## config.mk

```make
export PLATFORM = sky130hd
export DESIGN_NAME = ref_clock_source_select
export DESIGN_NICKNAME = d
export VERILOG_FILES = /design/src/rtl/clk_sel_pkg.sv /design/src/rtl/edge_sync.sv /design/src/rtl/ref_clock_source_select.sv
export SDC_FILE = /design/constraint.sdc
export NUM_CORES = 1
export LEC_CHECK = 0
export BUFFER_PORTS_ARGS = -buffer_cell sky130_fd_sc_hd__buf_2
export CORE_AREA = 2 2 91 93
export DETAILED_ROUTE_END_ITERATION = 7
export DIE_AREA = 0 0 93 95
export GPL_ROUTABILITY_DRIVEN = 0
export REMOVE_ABC_BUFFERS = 1
export SKIP_CTS_REPAIR_TIMING = 1
export SYNTH_ARGS = -nofsm -noshare
export SYNTH_HDL_FRONTEND = slang
export SYNTH_HIERARCHICAL = 1
export SYNTH_SLANG_ARGS = --single-unit
```

## constraint.sdc

```tcl
create_clock -name sys_clk -period 4.1 [get_ports sys_clk]
set_input_delay 0 -clock sys_clk [delete_from_list [all_inputs] [get_ports sys_clk]]
set_output_delay 0 -clock sys_clk [all_outputs]
set_load 0.05 [all_outputs]
```

## src/rtl/clk_sel_pkg.sv

```systemverilog
// Constants for the reference clock source selector.
// Assumes a single 10 MHz system clock domain.
package clk_sel_pkg;
    // System clock period in ns
    localparam int CLK_PERIOD_NS = 100;
    // Reset release delay, in system clock cycles
    localparam int RST_RELEASE_CYCLES = 16;
    // Trim field width and reset value
    localparam int TRIM_W = 10;
    localparam logic [9:0] TRIM_RESET = 10'h000;
    // Source select encodings and reset value
    localparam logic SRC_INTERNAL = 1'b0;
    localparam logic SRC_EXTERNAL = 1'b1;
    localparam logic SRC_RESET = 1'b0;
    // Drive-level and external clock mode reset values
    localparam logic DRIVE_LEVEL_RESET = 1'b0;
    localparam logic EXT_MODE_RESET = 1'b0;
    // Cycles of the target clock that qualify it before a handover
    localparam int QUALIFY_EDGES = 4;
endpackage : clk_sel_pkg

```

## src/rtl/edge_sync.sv

```systemverilog
// Two-flop synchroniser with a registered rising edge detector.
// Assumes the input is asynchronous to clk.
`timescale 1ns/1ns
module edge_sync (
    input wire logic clk,
    input wire logic nrst,
    input wire logic async_in,
    output logic level,
    output logic rise
);
    logic meta;
    logic prev;

    // First flop feeds only the second flop
    always_ff @(posedge clk or negedge nrst) begin
        if (!nrst) begin
            meta <= 1'b0;
            level <= 1'b0;
        end else begin
            meta <= async_in;
            level <= meta;
        end
    end

    // Edge detect on the stable copy only
    always_ff @(posedge clk or negedge nrst) begin
        if (!nrst) begin
            prev <= 1'b0;
            rise <= 1'b0;
        end else begin
            prev <= level;
            rise <= level & ~prev;
        end
    end
endmodule : edge_sync

```

## src/rtl/ref_clock_source_select.sv

```systemverilog
// Reference clock source selection, oscillator control bits and internal
// reset release. Assumes sys_clk is a free-running 10 MHz clock and that
// both oscillator clocks arrive as asynchronous levels sampled here.
`timescale 1ns/1ns

// How it works
// - After reset the internal oscillator runs and is the chosen source.
// - The source select bit resets to 0, meaning the internal oscillator.
// - Writing 1 to the select bit moves the reference to the external input.
// - The switch between sources produces no glitch or runt pulse.
// - A ten-bit trim field offsets the internal oscillator about 8 MHz.
// - The drive-level bit is 0 after reset.
// - A low reset input puts the whole block into its reset state.
// - The internal reset releases synchronously after a fixed cycle count.
module ref_clock_source_select
    import clk_sel_pkg::*;
#(
    parameter int RELEASE_CYCLES = clk_sel_pkg::RST_RELEASE_CYCLES,
    parameter int QUAL_EDGES = clk_sel_pkg::QUALIFY_EDGES
) (
    input wire logic sys_clk,
    input wire logic nrst,
    input wire logic ref_source_select,
    input wire logic [clk_sel_pkg::TRIM_W-1:0] trim_in,
    input wire logic trim_load,
    input wire logic drive_level_in,
    input wire logic ext_mode_in,
    input wire logic ctrl_load,
    input wire logic int_osc_clk,
    input wire logic osc_in_pin,
    output logic int_osc_enable,
    output logic [clk_sel_pkg::TRIM_W-1:0] osc_trim,
    output logic osc_drive_level_bit,
    output logic ext_clock_mode_bit,
    output logic ref_sel_active,
    output logic switch_busy,
    output logic master_clk,
    output logic int_rst_n
);
    import clk_sel_pkg::*;

    // Counters are 16 and 8 bits wide; refuse what they cannot reach
    if (RELEASE_CYCLES < 1 || RELEASE_CYCLES > 65535 || QUAL_EDGES < 1
        || QUAL_EDGES > 255) begin : g_bad_param
        $error("ref_clock_source_select: bad parameter");
    end

    typedef enum logic [1:0] {
        S_RUN,
        S_QUALIFY,
        S_HANDOVER
    } sw_state_t;

    sw_state_t state;
    logic int_lvl, int_rise, ext_lvl, ext_rise;
    logic target;
    logic [7:0] qual_cnt;
    logic [15:0] rel_cnt;
    logic target_rise;

    ////////////////////////////////////////////////////////////////////////
    // Clock inputs pass two flops before any logic reads them
    edge_sync u_int_sync (
        .clk(sys_clk),
        .nrst(nrst),
        .async_in(int_osc_clk),
        .level(int_lvl),
        .rise(int_rise)
    );

    edge_sync u_ext_sync (
        .clk(sys_clk),
        .nrst(nrst),
        .async_in(osc_in_pin),
        .level(ext_lvl),
        .rise(ext_rise)
    );

    assign target_rise = (target == SRC_EXTERNAL) ? ext_rise : int_rise;

    ////////////////////////////////////////////////////////////////////////
    // Oscillator control bits; all clear or preset by the reset input
    always_ff @(posedge sys_clk or negedge nrst) begin
        if (!nrst) begin
            osc_trim <= TRIM_RESET;
            osc_drive_level_bit <= DRIVE_LEVEL_RESET;
            ext_clock_mode_bit <= EXT_MODE_RESET;
        end else if (ctrl_load) begin
            osc_drive_level_bit <= drive_level_in;
            ext_clock_mode_bit <= ext_mode_in;
            if (trim_load) begin
                osc_trim <= trim_in;
            end
        end else if (trim_load) begin
            osc_trim <= trim_in;
        end
    end

    // Internal oscillator always kept running; it is the boot source
    always_ff @(posedge sys_clk or negedge nrst) begin
        if (!nrst) begin
            int_osc_enable <= 1'b1;
        end else begin
            int_osc_enable <= 1'b1;
        end
    end

    ////////////////////////////////////////////////////////////////////////
    // Switch sequencer: old source stays until the new one shows edges.
    // Relies on software requesting only a stable target.
    always_ff @(posedge sys_clk or negedge nrst) begin
        if (!nrst) begin
            state <= S_RUN;
            ref_sel_active <= SRC_RESET;
            target <= SRC_RESET;
            qual_cnt <= 8'h00;
            switch_busy <= 1'b0;
        end else begin
            unique case (state)
                S_RUN: begin
                    if (ref_source_select != ref_sel_active) begin
                        target <= ref_source_select;
                        qual_cnt <= 8'h00;
                        switch_busy <= 1'b1;
                        state <= S_QUALIFY;
                    end
                end
                S_QUALIFY: begin
                    if (target_rise) begin
                        if (qual_cnt == 8'(QUAL_EDGES - 1)) begin
                            state <= S_HANDOVER;
                        end
                        qual_cnt <= qual_cnt + 8'h01;
                    end
                end
                S_HANDOVER: begin
                    // Swap only with both clocks low and the master already
                    // low a cycle, so no level is shorter than two.
                    if (!int_lvl && !ext_lvl && !master_clk) begin
                        ref_sel_active <= target;
                        switch_busy <= 1'b0;
                        state <= S_RUN;
                    end
                end
            endcase
        end
    end

    // Registered master clock follows the active synchronised source
    always_ff @(posedge sys_clk or negedge nrst) begin
        if (!nrst) begin
            master_clk <= 1'b0;
        end else begin
            master_clk <= (ref_sel_active == SRC_EXTERNAL) ? ext_lvl
                                                           : int_lvl;
        end
    end

    ////////////////////////////////////////////////////////////////////////
    // Internal reset: held low, released after a fixed count.
    always_ff @(posedge sys_clk or negedge nrst) begin
        if (!nrst) begin
            rel_cnt <= 16'h0000;
            int_rst_n <= 1'b0;
        end else if (rel_cnt != 16'(RELEASE_CYCLES)) begin
            rel_cnt <= rel_cnt + 16'h0001;
            int_rst_n <= 1'b0;
        end else begin
            int_rst_n <= 1'b1;
        end
    end

    ////////////////////////////////////////////////////////////////////////
    // Checks
    logic [16:0] low_cnt;
    always_ff @(posedge sys_clk or negedge nrst) begin
        if (!nrst) begin
            low_cnt <= 17'h00000;
        end else if (!int_rst_n) begin
            low_cnt <= low_cnt + 17'h00001;
        end
    end

    AST_RELEASE_COUNT: assert property (
        @(posedge sys_clk) disable iff (!nrst)
        $rose(int_rst_n) |-> low_cnt == 17'(RELEASE_CYCLES + 1))
        else $error("internal reset released at wrong count");
    AST_RST_STAYS: assert property (
        @(posedge sys_clk) disable iff (!nrst)
        int_rst_n |=> int_rst_n)
        else $error("internal reset reasserted without reset input");
    AST_NO_SILENT_SWITCH: assert property (
        @(posedge sys_clk) disable iff (!nrst)
        $changed(ref_sel_active) |-> $past(state) == S_HANDOVER)
        else $error("source changed outside handover");
    // Both clocks and the master level low on the sample before the swap lands
    AST_SWAP_LOW: assert property (
        @(posedge sys_clk) disable iff (!nrst)
        $changed(ref_sel_active) |-> !$past(int_lvl) && !$past(ext_lvl)
            && !$past(master_clk))
        else $error("source swapped while a clock was high");
    AST_SWAP_TARGET: assert property (
        @(posedge sys_clk) disable iff (!nrst)
        state == S_RUN && ref_source_select != ref_sel_active
        |=> switch_busy && target == $past(ref_source_select))
        else $error("switch request not taken");
    AST_BUSY_MATCH: assert property (
        @(posedge sys_clk) disable iff (!nrst)
        switch_busy == (state != S_RUN))
        else $error("busy flag disagrees with sequencer");
    AST_OSC_ON: assert property (
        @(posedge sys_clk) disable iff (!nrst)
        int_osc_enable)
        else $error("internal oscillator disabled");
    AST_DRIVE_HOLD: assert property (
        @(posedge sys_clk) disable iff (!nrst)
        !ctrl_load |=> $stable(osc_drive_level_bit))
        else $error("drive level changed without a load");
    AST_TRIM_LOAD: assert property (
        @(posedge sys_clk) disable iff (!nrst)
        trim_load |=> osc_trim == $past(trim_in))
        else $error("trim not loaded");
    AST_FIRST_SRC: assert property (
        @(posedge sys_clk) disable iff (!nrst)
        $rose(int_rst_n) |-> ref_sel_active == SRC_INTERNAL
        || $past(switch_busy, 2) || switch_busy || $past(switch_busy))
        else $error("source not internal at release");

    COV_TO_EXT: cover property (@(posedge sys_clk) disable iff (!nrst)
        $rose(ref_sel_active));
    COV_TO_INT: cover property (@(posedge sys_clk) disable iff (!nrst)
        $fell(ref_sel_active));
    COV_RELEASE: cover property (@(posedge sys_clk) disable iff (!nrst)
        $rose(int_rst_n));
endmodule : ref_clock_source_select

```

==> flow_metrics.env <==
export IMPL_seqCellArea_sq_um=1280
export IMPL_switching_power_w=0.000392
export IMPL_cts_tree="done"
export IMPL_r2r_start="state[1]"
export IMPL_fin_crit_sh_pct=44.3
export IMPL_clockBufferDepth=2
export IMPL_drt_iter0_markers=48
export IMPL_slowest_stage="ha_1"
export IMPL_ant_nets=0
export IMPL_run_status="finished, final reports clean"
export IMPL_pwr_density_cell_nw_per_um2=443
export IMPL_hold_ws_ns=0.0121
export IMPL_holdPathStages=3
export IMPL_syn_inst=192
export IMPL_setup_slack_ns=2.28
export IMPL_grt_usage_pct=9.37
export IMPL_swShare_pct=30.9
export IMPL_worst_pin_slew_ns=0.679
export IMPL_comb_power_share_pct=23.2
export IMPL_ys_seq_elements=51
export IMPL_setup_viol_count_final=0
export IMPL_hp_start="ref_source_select"
export IMPL_clockRootBuffer="clkbuf_8"
export IMPL_cts_max_level=2
export IMPL_antenna_found_initial=0
export IMPL_drt_total_wl_mm=4.06
export IMPL_power_frac_seq_pct=47.7
export IMPL_crit_arrival_ns=2.00
export IMPL_grt_overflow=0
export IMPL_path_class="reg -> reg"
export IMPL_drc=0
export IMPL_relSlewSlack_pct=53.5
export IMPL_nets=271
export IMPL_yosys_warnings=6
export IMPL_start_util_pct=28.9
export IMPL_reg2reg_slack_ns=2.28
export IMPL_insertion_delay_ns=0.30
export IMPL_stdcell_area_sq_um=2860
export IMPL_path_cells="inv_1 -> ha_1 -> mux2i_1 -> a32oi_1 -> o21ai_0"
export IMPL_max_cap_violations=0
export IMPL_grt_max_degree=52
export IMPL_p_int_w=0.000875
export IMPL_synth_cell_types=37
export IMPL_synthesis_area_sq_um=2290
export IMPL_rsz0062_at_grt="false"
export IMPL_avgSynthCellArea_sq_um=11.9
export IMPL_grt_pass1_vias=1486
export IMPL_hold_path_end="target"
export IMPL_routed_via_density=4.45
export IMPL_reg2reg_to="qual_cnt[3]"
export IMPL_filler_cell_count=808
export IMPL_preCtsSetupSlack_ns=2.30
export IMPL_dieArea_sq_um=8840
export IMPL_vdd_drop_max_mv=0.138
export IMPL_slew_violations=0
export IMPL_num_antenna_cells=0
export IMPL_synth_edff_count=0
export IMPL_dr_pass1_iters=4
export IMPL_fin_skew_ns=0.00699
export IMPL_final_cells=352
export IMPL_cp_required_ns=4.28
export IMPL_clkSlewWorstSetupHoldPaths_ns=0.09
export IMPL_grt_pass1_wl_mm=6.60
export IMPL_row_count=33
export IMPL_fmax_mhz=551
export IMPL_area_growth_pct=24.7
export IMPL_die_h_um=95
export IMPL_io_pins=36
export IMPL_synthFlopType="dfrtp_1"
export IMPL_fp_dieW_um=93
export IMPL_synthArstFlopShare_pct=100
export IMPL_multi_input_comb_area_sq_um=952
export IMPL_layout_min_cycle_time_ns=1.82
export IMPL_slowest_delay_ns=0.48
export IMPL_finalHoldViolCount=0
export IMPL_cts_sinks=51
export IMPL_end_kind="register"
export IMPL_hp_class="in -> reg"
export IMPL_cp_max_fo=16
export IMPL_start_kind="register"
export IMPL_via_count=1565
export IMPL_tns_ns=0
export IMPL_pwr_share_clk_pct=29.2
export IMPL_yosysSeqAreaShare_pct=55.6
export IMPL_place_area_sq_um=2570
export IMPL_dp_hpwl_mm=2.64
export IMPL_dpl_cell_count=327
export IMPL_drive_gt1_share_pct=26.3
export IMPL_core_area_sq_um=7930
export IMPL_wire_per_inst_um=11.5
export IMPL_reg2reg_depth=5
export IMPL_port_buffers=34
export IMPL_leakagePower_nw=1.30
export IMPL_numCtsBuffers=5
==> synthesized netlist by cell type, types with 2 or more instances <==
master	instances	area share [%]
dfrtp_1	51	56
mux2_2	18	8.8
nand2_1	18	2.9
nand3_1	11	2.4
xnor2_1	10	3.8
nor2_1	9	1.5
inv_1	8	1.3
ha_1	6	3.3
a21oi_1	5	1.1
nor3_1	5	1.1
xor2_1	5	1.9
a22o_1	4	1.5
nand4_1	4	1.1
mux2i_1	3	1.3
nor4_1	3	0.82
nor4b_1	3	1.1
o211ai_1	3	0.98
o21ai_0	3	0.65
and3_1	2	0.55
clkbuf_1	2	0.33
nand4b_1	2	0.76
nor2b_4	2	1.2
==> worst max-delay path by stage <==
| stage | from | end | slack (ns) | depth (start not counted) |
|---|---|---|---|---|
| floorplan | ref_sel_active | qual_cnt[6] | 2.44 | 4 |
| global placement | state[1] | qual_cnt[3] | 2.39 | 5 |
| detailed placement | state[1] | qual_cnt[3] | 2.30 | 5 |
| CTS | state[1] | qual_cnt[3] | 2.28 | 5 |
| global route | state[1] | qual_cnt[3] | 2.07 | 5 |
| finish | state[1] | qual_cnt[3] | 2.28 | 5 |
==> logic make-up after synthesis <==
group	Yosys count	share of synthesized area [%]
AO/OA/AOI/OAI	19	5.67
XOR/XNOR	16	6.44
adder cells (fa/ha/maj)	6	3.27
buffers and inverters	13	2.84
flip-flops	51	55.6
multiplexers	22	10.8
other	1	0.164
AND/OR/NAND/NOR	64	15.2
==> layer usage <==
metal  track usage (%)  share of wire [%]  vias to the layer above
met5                 0                  0                        -
met4              3.92                1.6                        0
met3              2.39                3.3                        6
met2              15.1                 48                       23
met1              12.0                 47                      756
li1                  -                  -                      780
==> worst max-delay path, delay by kind of cell (launching register included) <==
kind	cells	cell delay (ns)
fa+ha+maj	1	0.48
flops	1	0.41
mux	1	0.37
compound gates	2	0.35
buf+inv	1	0.09
==> state kept, by name, summed over array words and instances, names as in the netlist <==
name and flops:
ext_clock_mode_bit 1, switch_busy 1, u_ext_sync/level 1, u_int_sync/prev 1, target 1, state 2
osc_trim 10, osc_drive_level_bit 1, int_rst_n 1, u_ext_sync/prev 1, u_int_sync/meta 1, u_int_sync/rise 1
u_int_sync/level 1, u_ext_sync/rise 1, master_clk 1, rel_cnt 16, qual_cnt 8, u_ext_sync/meta 1
ref_sel_active 1
==> layout by cell type, fill, tap and decap left out, types with 5 or more instances in the layout <==
| cell | instances |
|---|---|
| dlygate4sd3_1 | 17 |
| mux2_2 | 18 |
| nand3_1 | 11 |
| xnor2_1 | 10 |
| nand2_1 | 18 |
| inv_1 | 8 |
| nor2_1 | 9 |
| dfrtp_1 | 51 |
| xor2_1 | 5 |
| clkbuf_8 | 6 |
| ha_1 | 6 |
| a21oi_1 | 5 |
| nor3_1 | 5 |
| buf_2 | 34 |
==> through the flow <==
stage,util (%),total power (W)
finish,36.1,0.00127
global route,36.1,0.00135
CTS,33.9,0.00127
detailed placement,32.4,0.000896
global placement,32.4,0.000886
floorplan,-,0.000814
==> area by class of cell <==
class,count,area share [%]
well taps,105,4.60
flip-flops and latches,51,44.6
clock inverters,2,1.36
clock buffers,6,2.89
inverters,8,1.05
multi-input cells,128,33.3
repair buffers,52,12.2
==> power groups by stage <==
stage	Sequential (W)	Combinational, W	Clock (W)
2_1_floorplan	0.000647	0.000167	0
3_3_place_gp	0.000610	0.000275	0
3_5_place_dp	0.000612	0.000284	0
4_1_cts	0.000603	0.000284	0.000388
5_1_grt	0.000613	0.000327	0.000407
6_report	0.000604	0.000293	0.000369
Power figures use the tool's default switching activity.
